<file path="src/hdl/iass_pkg.sv">
/*
  Shared constants and types of the interleaved converter sample sequencer.
  Assumes a single 40 MHz system clock that also serves as conversion clock.
*/
`default_nettype none

package iass_pkg;
  localparam int CLK_PERIOD_NS    = 25;
  localparam int CONV_TIME_NS     = 400;
  localparam int CONV_CLK_NOM_MHZ = 50;
  // conversion length in conversion clocks, fixed by the nominal figure
  localparam int CONV_CYCLES      = (CONV_TIME_NS * CONV_CLK_NOM_MHZ + 999) / 1000;
  localparam int CNT_W            = $clog2(CONV_CYCLES + 1);
  localparam int DATA_W_DEF       = 12;
  localparam int BUF_DEPTH        = 2;
  localparam logic PHASE_RST      = 1'b0;
  localparam logic CORE_ODD       = 1'b0;
  localparam logic CORE_EVEN      = 1'b1;

  typedef enum logic [1:0] {
    IASS_IDLE = 2'b01,
    IASS_RUN  = 2'b10
  } iass_state_t;
endpackage : iass_pkg

`default_nettype wire

</file>
<file path="src/hdl/iass_stream_if.sv">
/*
  Result stream carrier between the sequencer and its two-entry buffer.
  Assumes both ends run on the same clock.
*/
`default_nettype none

interface iass_stream_if #(
  parameter int W = 12
) ();
  logic         valid;
  logic         ready;
  logic [W-1:0] data;
  logic         core;

  modport src (output valid, output data, output core, input ready);
  modport snk (input valid, input data, input core, output ready);
endinterface : iass_stream_if

`default_nettype wire

</file>
<file path="src/hdl/iass_skid_buf.sv">
/*
  Two-entry buffer with registered outputs on the draining side.
  Assumes sink and source share clk; ready toward the source is registered state.
*/
`default_nettype none

module iass_skid_buf #(
  parameter int W     = iass_pkg::DATA_W_DEF,
  parameter int DEPTH = iass_pkg::BUF_DEPTH
) (
  input  wire logic       clk,
  input  wire logic       sys_rst,
  iass_stream_if.snk      in_s,
  iass_stream_if.src      out_s
);
  if (DEPTH != 2) begin : g_chk
    $error("iass_skid_buf supports a depth of two only");
  end

  typedef struct packed {
    logic         hv;
    logic [W-1:0] hd;
    logic         hc;
    logic         sv;
    logic [W-1:0] sd;
    logic         sc;
  } iass_buf_st_t;

  iass_buf_st_t st_reg;
  iass_buf_st_t st_next;
  logic         pop;
  logic         push;

  assign in_s.ready  = !st_reg.sv;
  assign out_s.valid = st_reg.hv;
  assign out_s.data  = st_reg.hd;
  assign out_s.core  = st_reg.hc;
  assign pop         = st_reg.hv && out_s.ready;
  assign push        = in_s.valid && !st_reg.sv;

  always_comb begin
    st_next = st_reg;
    if (pop) begin
      st_next.hv = st_reg.sv;
      st_next.hd = st_reg.sd;
      st_next.hc = st_reg.sc;
      st_next.sv = 1'b0;
    end
    if (push) begin
      // spare only fills when the head is kept, so order is preserved
      if (!st_next.hv) begin
        st_next.hv = 1'b1;
        st_next.hd = in_s.data;
        st_next.hc = in_s.core;
      end else begin
        st_next.sv = 1'b1;
        st_next.sd = in_s.data;
        st_next.sc = in_s.core;
      end
    end
  end

  always_ff @(posedge clk or posedge sys_rst) begin
    if (sys_rst) begin
      st_reg <= '0;
    end else begin
      st_reg <= st_next;
    end
  end

  property p_buf_hold;
    @(posedge clk) disable iff (sys_rst)
    (st_reg.hv && !out_s.ready) |=> (st_reg.hv && $stable(st_reg.hd) && $stable(st_reg.hc));
  endproperty
  a_buf_hold: assert property (p_buf_hold) else $error("buffer head changed while stalled");
endmodule // iass_skid_buf

`default_nettype wire

</file>
<file path="src/hdl/iass_sequencer.sv">
/*
  Interleaved two-core sample sequencer: halves the 2fs sample rate into two
  opposite per-core sample clocks, times each conversion and merges results in order.
  Assumes sample_tick is a one-cycle 2fs enable, trig_in comes from a shared timer
  and out_* feeds a DMA engine; all inputs are synchronous to clk.
*/
// Notes on behaviour
// the 2fs sample tick is divided by two so each per-core clock is high and low equally long.
// the even-core clock is always the inverse of the odd-core clock, half a period apart.
// each core samples only on the rising edge of its own sample clock.
// the odd core yields the first result of each pair and the even core follows half a period later.
// the merged stream alternates odd and even results at twice the per-core rate.
// the odd-to-even sample offset is fixed at exactly half a per-core period with no drift.
// both cores convert the same input in alternation and never sample at the same instant.
// one outside timer gives a single common trigger that starts both cores in step.
// an outside DMA engine moves every result into one buffer in the order produced.
// each conversion takes a fixed number of conversion clocks, which bounds the trigger rate.
// after reset or start the divider is in a known phase so the odd core gets the first rising edge.
`default_nettype none

module iass_sequencer #(
  parameter int DATA_W = iass_pkg::DATA_W_DEF
) (
  input  wire logic              clk,
  input  wire logic              sys_rst,
  input  wire logic              sample_tick,
  input  wire logic              trig_in,
  input  wire logic              stop_in,
  input  wire logic [DATA_W-1:0] ain_code,
  input  wire logic              ovr_clr,
  input  wire logic              out_ready,
  output logic                   odd_clk,
  output logic                   even_clk,
  output logic                   odd_smp,
  output logic                   even_smp,
  output logic                   running,
  output logic                   overrun,
  output logic                   out_valid,
  output logic [DATA_W-1:0]      out_data,
  output logic                   out_core
);
  if (DATA_W < 1 || DATA_W > 16) begin : g_chk
    $error("iass_sequencer data width must lie in 1..16");
  end

  localparam int CW = iass_pkg::CNT_W;
  localparam logic [CW-1:0] CONV_LOAD = CW'(iass_pkg::CONV_CYCLES);
  localparam int CONV_LAT = iass_pkg::CONV_CYCLES;

  typedef struct packed {
    iass_pkg::iass_state_t st;
    logic                  odd_clk;
    logic                  even_clk;
    logic                  odd_smp;
    logic                  even_smp;
    logic [CW-1:0]         ocnt;
    logic [CW-1:0]         ecnt;
    logic                  opend;
    logic                  epend;
    logic [DATA_W-1:0]     odat;
    logic [DATA_W-1:0]     edat;
    logic                  next_core;
    logic                  overrun;
  } iass_top_st_t;

  function automatic logic [CW-1:0] iass_dec(input logic [CW-1:0] c);
    iass_dec = (c != '0) ? c - CW'(1) : c;
  endfunction

  iass_top_st_t st_reg;
  iass_top_st_t st_next;
  logic         fire;
  logic         quiet;

  iass_stream_if #(.W(DATA_W)) bi ();
  iass_stream_if #(.W(DATA_W)) bo ();

  iass_skid_buf #(.W(DATA_W), .DEPTH(iass_pkg::BUF_DEPTH)) u_buf (
    .clk     (clk),
    .sys_rst (sys_rst),
    .in_s    (bi),
    .out_s   (bo)
  );

  // results enter the buffer in strict odd/even alternation, chosen by next_core
  assign bi.valid = (st_reg.next_core == iass_pkg::CORE_EVEN) ? st_reg.epend : st_reg.opend;
  assign bi.data  = (st_reg.next_core == iass_pkg::CORE_EVEN) ? st_reg.edat : st_reg.odat;
  assign bi.core  = st_reg.next_core;
  assign fire     = bi.valid && bi.ready;
  assign bo.ready = out_ready;
  // a restart is refused until nothing is in flight, so the pairing cannot slip
  assign quiet    = (st_reg.ocnt == '0) && (st_reg.ecnt == '0) && !st_reg.opend && !st_reg.epend && !bo.valid;

  always_comb begin
    st_next          = st_reg;
    st_next.odd_smp  = 1'b0;
    st_next.even_smp = 1'b0;
    st_next.ocnt     = iass_dec(st_reg.ocnt);
    st_next.ecnt     = iass_dec(st_reg.ecnt);
    if (st_reg.ocnt == CW'(1)) begin
      st_next.opend = 1'b1;
    end
    if (st_reg.ecnt == CW'(1)) begin
      st_next.epend = 1'b1;
    end
    if (fire) begin
      if (st_reg.next_core == iass_pkg::CORE_EVEN) begin
        st_next.epend = 1'b0;
      end else begin
        st_next.opend = 1'b0;
      end
      st_next.next_core = !st_reg.next_core;
    end
    if (ovr_clr) begin
      st_next.overrun = 1'b0;
    end
    unique case (st_reg.st)
      iass_pkg::IASS_IDLE: begin
        if (trig_in && quiet) begin
          st_next.st        = iass_pkg::IASS_RUN;
          st_next.odd_clk   = iass_pkg::PHASE_RST;
          st_next.even_clk  = !iass_pkg::PHASE_RST;
          st_next.next_core = iass_pkg::CORE_ODD;
        end
      end
      iass_pkg::IASS_RUN: begin
        if (stop_in) begin
          st_next.st = iass_pkg::IASS_IDLE;
        end else if (sample_tick) begin
          st_next.odd_clk  = !st_reg.odd_clk;
          st_next.even_clk = st_reg.odd_clk;
          if (!st_reg.odd_clk) begin
            // odd clock rises: odd core samples unless still converting or pending (then overrun), even core never does here
            if (st_reg.ocnt != '0 || st_reg.opend) begin
              st_next.overrun = 1'b1;
            end else begin
              st_next.odd_smp = 1'b1;
              st_next.ocnt    = CONV_LOAD;
              st_next.odat    = ain_code;
            end
          end else begin
            if (st_reg.ecnt != '0 || st_reg.epend) begin
              st_next.overrun = 1'b1;
            end else begin
              st_next.even_smp = 1'b1;
              st_next.ecnt     = CONV_LOAD;
              st_next.edat     = ain_code;
            end
          end
        end
      end
      default: begin
        st_next.st = iass_pkg::IASS_IDLE;
      end
    endcase
  end

  always_ff @(posedge clk or posedge sys_rst) begin
    if (sys_rst) begin
      st_reg          <= '0;
      st_reg.st       <= iass_pkg::IASS_IDLE;
      st_reg.odd_clk  <= iass_pkg::PHASE_RST;
      st_reg.even_clk <= !iass_pkg::PHASE_RST;
    end else begin
      st_reg <= st_next;
    end
  end

  assign odd_clk   = st_reg.odd_clk;
  assign even_clk  = st_reg.even_clk;
  assign odd_smp   = st_reg.odd_smp;
  assign even_smp  = st_reg.even_smp;
  assign running   = (st_reg.st == iass_pkg::IASS_RUN);
  assign overrun   = st_reg.overrun;
  assign out_valid = bo.valid;
  assign out_data  = bo.data;
  assign out_core  = bo.core;

  // helper state read only by the checks below
  logic start_acc;
  logic odd_seen;
  logic last_smp_odd;
  logic last_out_core;
  assign start_acc = (st_reg.st == iass_pkg::IASS_IDLE) && trig_in && quiet;

  always_ff @(posedge clk or posedge sys_rst) begin
    if (sys_rst) begin
      odd_seen      <= 1'b0;
      last_smp_odd  <= 1'b0;
      last_out_core <= iass_pkg::CORE_EVEN;
    end else begin
      if (start_acc) begin
        odd_seen      <= 1'b0;
        last_out_core <= iass_pkg::CORE_EVEN;
      end else begin
        if (st_reg.odd_smp) begin
          odd_seen <= 1'b1;
        end
        if (bo.valid && out_ready) begin
          last_out_core <= bo.core;
        end
      end
      if (st_reg.odd_smp) begin
        last_smp_odd <= 1'b1;
      end else if (st_reg.even_smp) begin
        last_smp_odd <= 1'b0;
      end
    end
  end

  property p_div_half;
    @(posedge clk) disable iff (sys_rst)
    (running && !stop_in && sample_tick) |=> (odd_clk != $past(odd_clk));
  endproperty
  a_div_half: assert property (p_div_half) else $error("per-core clock did not toggle on tick");

  property p_no_tick;
    @(posedge clk) disable iff (sys_rst)
    (!sample_tick && !start_acc) |=> $stable(odd_clk);
  endproperty
  a_no_tick: assert property (p_no_tick) else $error("per-core clock moved without a tick");

  property p_inverse;
    @(posedge clk) disable iff (sys_rst)
    even_clk == !odd_clk;
  endproperty
  a_inverse: assert property (p_inverse) else $error("even clock is not the inverse of odd clock");

  property p_odd_edge;
    @(posedge clk) disable iff (sys_rst)
    odd_smp |-> $rose(odd_clk);
  endproperty
  a_odd_edge: assert property (p_odd_edge) else $error("odd sample off its rising edge");

  property p_even_edge;
    @(posedge clk) disable iff (sys_rst)
    even_smp |-> ($rose(even_clk) && !odd_smp);
  endproperty
  a_even_edge: assert property (p_even_edge) else $error("even sample off its rising edge");

  property p_odd_first;
    @(posedge clk) disable iff (sys_rst)
    even_smp |-> odd_seen;
  endproperty
  a_odd_first: assert property (p_odd_first) else $error("even core sampled before odd core");

  property p_order;
    @(posedge clk) disable iff (sys_rst)
    even_smp |-> last_smp_odd;
  endproperty
  a_order: assert property (p_order) else $error("even sample not preceded by odd sample");

  property p_alt;
    @(posedge clk) disable iff (sys_rst)
    (out_valid && out_ready) |-> (out_core != last_out_core);
  endproperty
  a_alt: assert property (p_alt) else $error("merged stream did not alternate cores");

  property p_conv;
    @(posedge clk) disable iff (sys_rst)
    odd_smp |-> ##[CONV_LAT:CONV_LAT] $rose(st_reg.opend);
  endproperty
  a_conv: assert property (p_conv) else $error("odd conversion time wrong");

  c_start:   cover property (@(posedge clk) disable iff (sys_rst) start_acc ##1 running);
  c_pair:    cover property (@(posedge clk) disable iff (sys_rst) odd_smp ##[1:8] even_smp);
  c_stall:   cover property (@(posedge clk) disable iff (sys_rst) (out_valid && !out_ready) ##1 out_valid);
  c_overrun: cover property (@(posedge clk) disable iff (sys_rst) $rose(overrun));
endmodule // iass_sequencer

`default_nettype wire

</file>
<file path="config.mk">
export PLATFORM = sky130hd
export DESIGN_NAME = iass_sequencer
export DESIGN_NICKNAME = d
export VERILOG_FILES = /design/src/hdl/iass_pkg.sv /design/src/hdl/iass_stream_if.sv /design/src/hdl/iass_skid_buf.sv /design/src/hdl/iass_sequencer.sv
export SDC_FILE = /design/constraint.sdc
export NUM_CORES = 1
export LEC_CHECK = 0
export ABC_CLOCK_PERIOD_IN_PS = 5000
export BUFFER_PORTS_ARGS = -buffer_cell sky130_fd_sc_hd__buf_2
export CORE_ASPECT_RATIO = 0.75
export CORE_UTILIZATION = 35
export CTS_BUF_LIST = sky130_fd_sc_hd__clkbuf_4 sky130_fd_sc_hd__clkbuf_8
export CTS_CLUSTER_SIZE = 10
export DETAILED_ROUTE_END_ITERATION = 6
export REMOVE_ABC_BUFFERS = 1
export SETUP_SLACK_MARGIN = 0.15
export SLEW_MARGIN = 15
export SYNTH_ARGS = -nofsm -noshare
export SYNTH_HDL_FRONTEND = slang
export SYNTH_SLANG_ARGS = --single-unit
</file>
<file path="constraint.sdc">
create_clock -name clk -period 5 [get_ports clk]
set_input_delay 1 -clock clk [delete_from_list [all_inputs] [get_ports clk]]
set_output_delay 1 -clock clk [all_outputs]
set_load 0.005 [all_outputs]
</file>
# Yosys cells after proc, flatten, opt, wreduce, memory -nomap -nowiden
# Index checks and enable logic that the tools add are counted.
# totals
ram_bits,0
latch_bits,0
regBits,72
input_bits,19
output_inout_bits,20
word_cells,96
n_memories,0
rom_bits,0
# op_classes
n_bitwise,4
n_lt_le_gt_ge,0
eq_ne,8
n_reduce_logical,25
add_sub_neg,2
shift,0
div_mod_pow,0
muxes,38
mul,0
# ops
operator,count
$mux W14,3
$mux W5,6
$mux W28,1
$mux W12,2
$mux W1,19
$mux W15,1
$mux W13,1
$eq A5 B1 Y1 const B,2
$logic_not A5 Y1,2
$reduce_and A5 Y1,2
$reduce_bool A5 Y1,2
$sub A5 B1 Y5 const B,2
$ne A2 B2 Y1 const B,4
$pmux W2 S2,2
$logic_and A1 B1 Y1,7
$logic_not A1 Y1,6
$mux W2,2
$mux W4,1
$not A1 Y1,4
$reduce_and A2 Y1,2
$reduce_and A4 Y1,1
$eq A2 B1 Y1 const B,1
$eq A2 B2 Y1 const B,1
$logic_or A1 B1 Y1,2
$reduce_bool A2 Y1,1

# Longest topological paths before layout
# logic_depth
ltp_word,8
ltp_mapped,6
depth_no_buf,6

# Modules after synthesis
# From an unflattened synthesis, not the netlist that was laid out.
# hier_totals
hier_cells,260
area_unflattened_um2,3423.3
# modules_own_cells
mod,area_per_inst_um2,instances,cells_each
iass_sequencer,2118.3,1,167
iass_skid_buf,1305.0,1,93

# Least setup slack after synthesis
# No wires, ideal clock.
# synth_timing
path_type,input to register
startpoint,input port stop_in
endpoint,register st_reg[14] (netlist bit)
setup_time_ps,125
required_time_ps,4875
path_stages,6
t_arrival_ps,2250
path_slack_ps,2625
path_cell_list,nand4bb_1 -> buf_2 -> or2_4 -> nor3_4 -> buf_6 -> mux2_2
# synth_via
elab_chain_len,2
# synth_lines
element,line,rtl
from (decl),iass_sequencer.sv:28,"input wire logic stop_in,"
$not A1 Y1 (no line),--,
$reduce_and A5 Y1 (no line),--,
to (signal assigned),iass_sequencer.sv:165,st_reg <= st_next;
to (decl),iass_sequencer.sv:70,iass_top_st_t st_reg;
# No other way between the ends.
# A chain may end at the register's enable or synchronous reset.

# Worst setup path in the final report
# layout_timing
startpoint,input port stop_in
endpoint,register st_reg[23] (netlist bit)
# Same word-level chain as after synthesis.

==> summary.txt <==
Route
  – Initial DRC Count: 89
  – Drt wl/cell: roughly 14 µm
  – Routed vias/inst: roughly 5
  – Drt first pass iters: 6
  – Via count: ~2200
  – Final WL: 6370 µm
  – Post-route DRC: 0
  – Antenna viol nets, final: 0

Floorplanning
  – I/O Pins: 39
  – Num rows: 30
  – Die Y: ~86 µm
  – Die width: 114.2 µm
  – Initial Util: 36.35%
  – Core area: 0.009084 mm²
  – Die Area: 0.009830 mm²

GRT
  – Total track usage: about 15%
  – Largest net degree at the start of global routing: 50
  – Vias in the first global route: 2179
  – First-pass GRT wire length: 11100 µm
  – Antenna violations before repair: 0
  – Global route overflow: 0

Logic synthesis
  – Top post-synthesis cells by area: dfrtp_1 53%, mux2_2 8.9%, a21oi_1 4.2%, mux2i_1 4.2%, a211oi_1 3.2%
  – Gate Count Post-Synth: 293
  – Synth Area in XOR/XNOR: 0.7958%
  – Synth Area in Adders: 2.274%
  – Area leader, netlist: dfrtp_1
  – Syn_area_per_cell: 11.27 µm²
  – Cell variety after synth: 38
  – Post-synthesis sequential area ratio: 54.64%
  – Post-synthesis mux area share: 13.11%
  – Synthesis Warnings: 0
  – Post-Synth Simple-Gate Area: 11.56%
  – Main combinational cell family by area after synthesis: multiplexers
  – Synth top area share: between 50% and 60%
  – Synthesized area: 0.003302 mm²
  – FF+latch count, synth: between 70 and 80
  – Compound-gate portion of the synthesized area: 11.33%

Layout
  – Max reg flops: 38
  – Final core utilization: 41.40%
  – Fill count: 922
  – Most common cell after layout, fill and taps aside: dfrtp_1
  – Number of nets in the layout: roughly 340
  – Antenna diodes: 0
  – Area growth from synthesis to layout: 13.91%
  – Layout cell share with drive strength beyond 1: 28.70%
  – Most frequent cells in the layout: 70 x dfrtp_1, 38 x buf_2, 28 x a21oi_1

Clocking
  – Clock latency on the worst-skew pair: 0.35 ns
  – Sink Count: 72
  – CTS clock-pin slew for the worst setup and hold paths: 0.08 ns
  – Root Buffer: clkbuf_8
  – Post-CTS resize count: 0
  – Inserted Clock Buffers: 9
  – Post-CTS setup buffer count: 0
  – CTS Hold Bufs: 0
  – H-tree lvl count: 3
  – CTS tree: done
  – Clock buffer depth: 2

Status
  – Status: finished, final reports clean

Critical path
  – Setup crit end: st_reg[23]$_DFFE_PP0P_
  – Critical Setup Path Class: in -> reg
  – Setup crit start: stop_in
  – Worst Reg2Reg Path Length in Cells: 5
  – CP endpoint kind: flop
  – Worst path required time: ~5.2 ns
  – R2r startpoint: st_reg[33]$_DFF_PP0_
  – Setup slack, reg-to-reg: 2.69 ns
  – CP startpoint kind: primary input
  – Worst Path Max Fanout: 13
  – CP arrival: 2.77 ns
  – Critical R2R Capture: st_reg[23]$_DFFE_PP0P_

STA
  – Slew Limit Fails: 0
  – Max Clk Rate: 396.3 MHz
  – Fin Clk Skew: 0.007005 ns
  – Fin Setup TNS: 0 ns
  – Max_slew headroom: 42.50%
  – RSZ-0062 raised after global routing: no
  – Worst slew pin tran: 0.8615 ns
  – Final Critical Period: 2.524 ns
  – Final Hold Fails: 0
  – Tcrit/Tclk final: 50.47%
  – Final setup vio count: 0

Placed design
  – Count of input and output buffers: 38
  – Final GP Congestion: 0.7585
  – DP HPWL: 4144 µm

Power and ir drop
  – Pleak: 1.846 nW
  – Combinational Power Share: 29.0%
  – Clock Power Share: 26.2%
  – Internal power: 1.403 mW
  – Sequential share of power: 44.7%
  – Switching share of power: 33.75%
  – Pwr per Cell Area: 563.0 mW/mm²
  – P_sw: 714.8 µW
  – Peak supply drop: roughly 200 µV

Min path
  – Hold/Removal Path Class: reg -> reg

Job
  – Maxcap violations: 0
## Yosys cell counts
cell type  count
a21oi_1       28
nand4bb_1      1
nor2b_1        1
buf_1          1
clkbuf_2       1
nand3_1        3
o21a_1         1
mux2_2        26
buf_4         12
buf_6          1
nor2_1        22
o22ai_1        2
inv_1         13
nand2b_1       3
dfrtp_1       70
a21o_1         1
a31oi_1        6
ha_1           6
or2_4          1
nor3_4         1
or4b_2         1
nor3_1         5
and3_1        15
a211oi_1      14
mux2i_1       14
xor2_1         1
dfstp_2        2
nor3b_1        1
or4b_4         1
or3_1          2
o32ai_1        1
buf_2          6
nand2_1        9
o21ai_0       11
nor3_2         2
xnor2_1        2
clkbuf_1       5
or2_2          1
## metal layers
layer  routed length [µm]  global-route usage (%)
met4                   63                   4.604
met5                    0                       0
met3                  296                   4.523
met2                 2674                   20.88
met1                 3335                   21.74
## worst min-delay path by stage
stage	startpoint	to	slack (ns)	depth (start not counted)
6_report	st_reg[3]$_DFFE_PP0P_	st_reg[3]$_DFFE_PP0P_	0.51	1
4_1_cts	st_reg[13]$_DFFE_PP0P_	st_reg[13]$_DFFE_PP0P_	0.51	1
5_1_grt	st_reg[9]$_DFFE_PP0P_	st_reg[9]$_DFFE_PP0P_	0.52	1
2_1_floorplan	st_reg[32]$_DFF_PP0_	st_reg[32]$_DFF_PP0_	0.46	1
3_5_place_dp	st_reg[6]$_DFFE_PP0P_	st_reg[6]$_DFFE_PP0P_	0.49	1
3_3_place_gp	st_reg[3]$_DFFE_PP0P_	st_reg[3]$_DFFE_PP0P_	0.49	1
## critical path, cell delays in order
cell and delay [ns]:
buf_2 0.11, nand4bb_1 0.33, or2_4 0.34, nor3_4 0.56
mux2_2 0.41
## metrics by stage
step           hold WS (ns)  setup WS, ns  instance area (µm²)  std cells  power, mW
3_5_place_dp         0.4941         2.067                 3516        436      1.574
3_3_place_gp         0.4875         2.101                 3516        436      1.559
2_1_floorplan        0.4645         2.178                 3143        267      1.362
5_1_grt              0.5247         2.310                 3761        452      2.288
4_1_cts              0.5111         2.445                 3760        452      2.139
6_report             0.5078         2.476                 3761        452      2.118
## power by group through the flow
stage	Clock (mW)	Sequential, mW	Combinational [mW]
after floorplan	0	0.917	0.445
after global placement	0	0.960	0.600
after detailed placement	0	0.962	0.612
after CTS	0.570	0.950	0.619
after global routing	0.593	0.984	0.711
final	0.555	0.947	0.615
## cells by family after synthesis
family                   after synthesis
AO/OA/AOI/OAI                         64
buffers and inverters                 39
adder cells (fa/ha/maj)                6
multiplexers                          40
XOR/XNOR                               3
flip-flops                            72
AND/OR/NAND/NOR                       69
## layout make-up
class	instances	area (µm²)	area share, %
Tap cell	128	160.2	4.258
Clock inverter	7	120.1	3.194
Sequential cell	72	1804	47.97
Timing Repair Buffer	41	212.7	5.655
Clock buffer	9	123.9	3.293
Inverter	13	50.05	1.331
Multi-Input combinational cell	182	1290	34.30
Power figures use the tool's default switching activity.
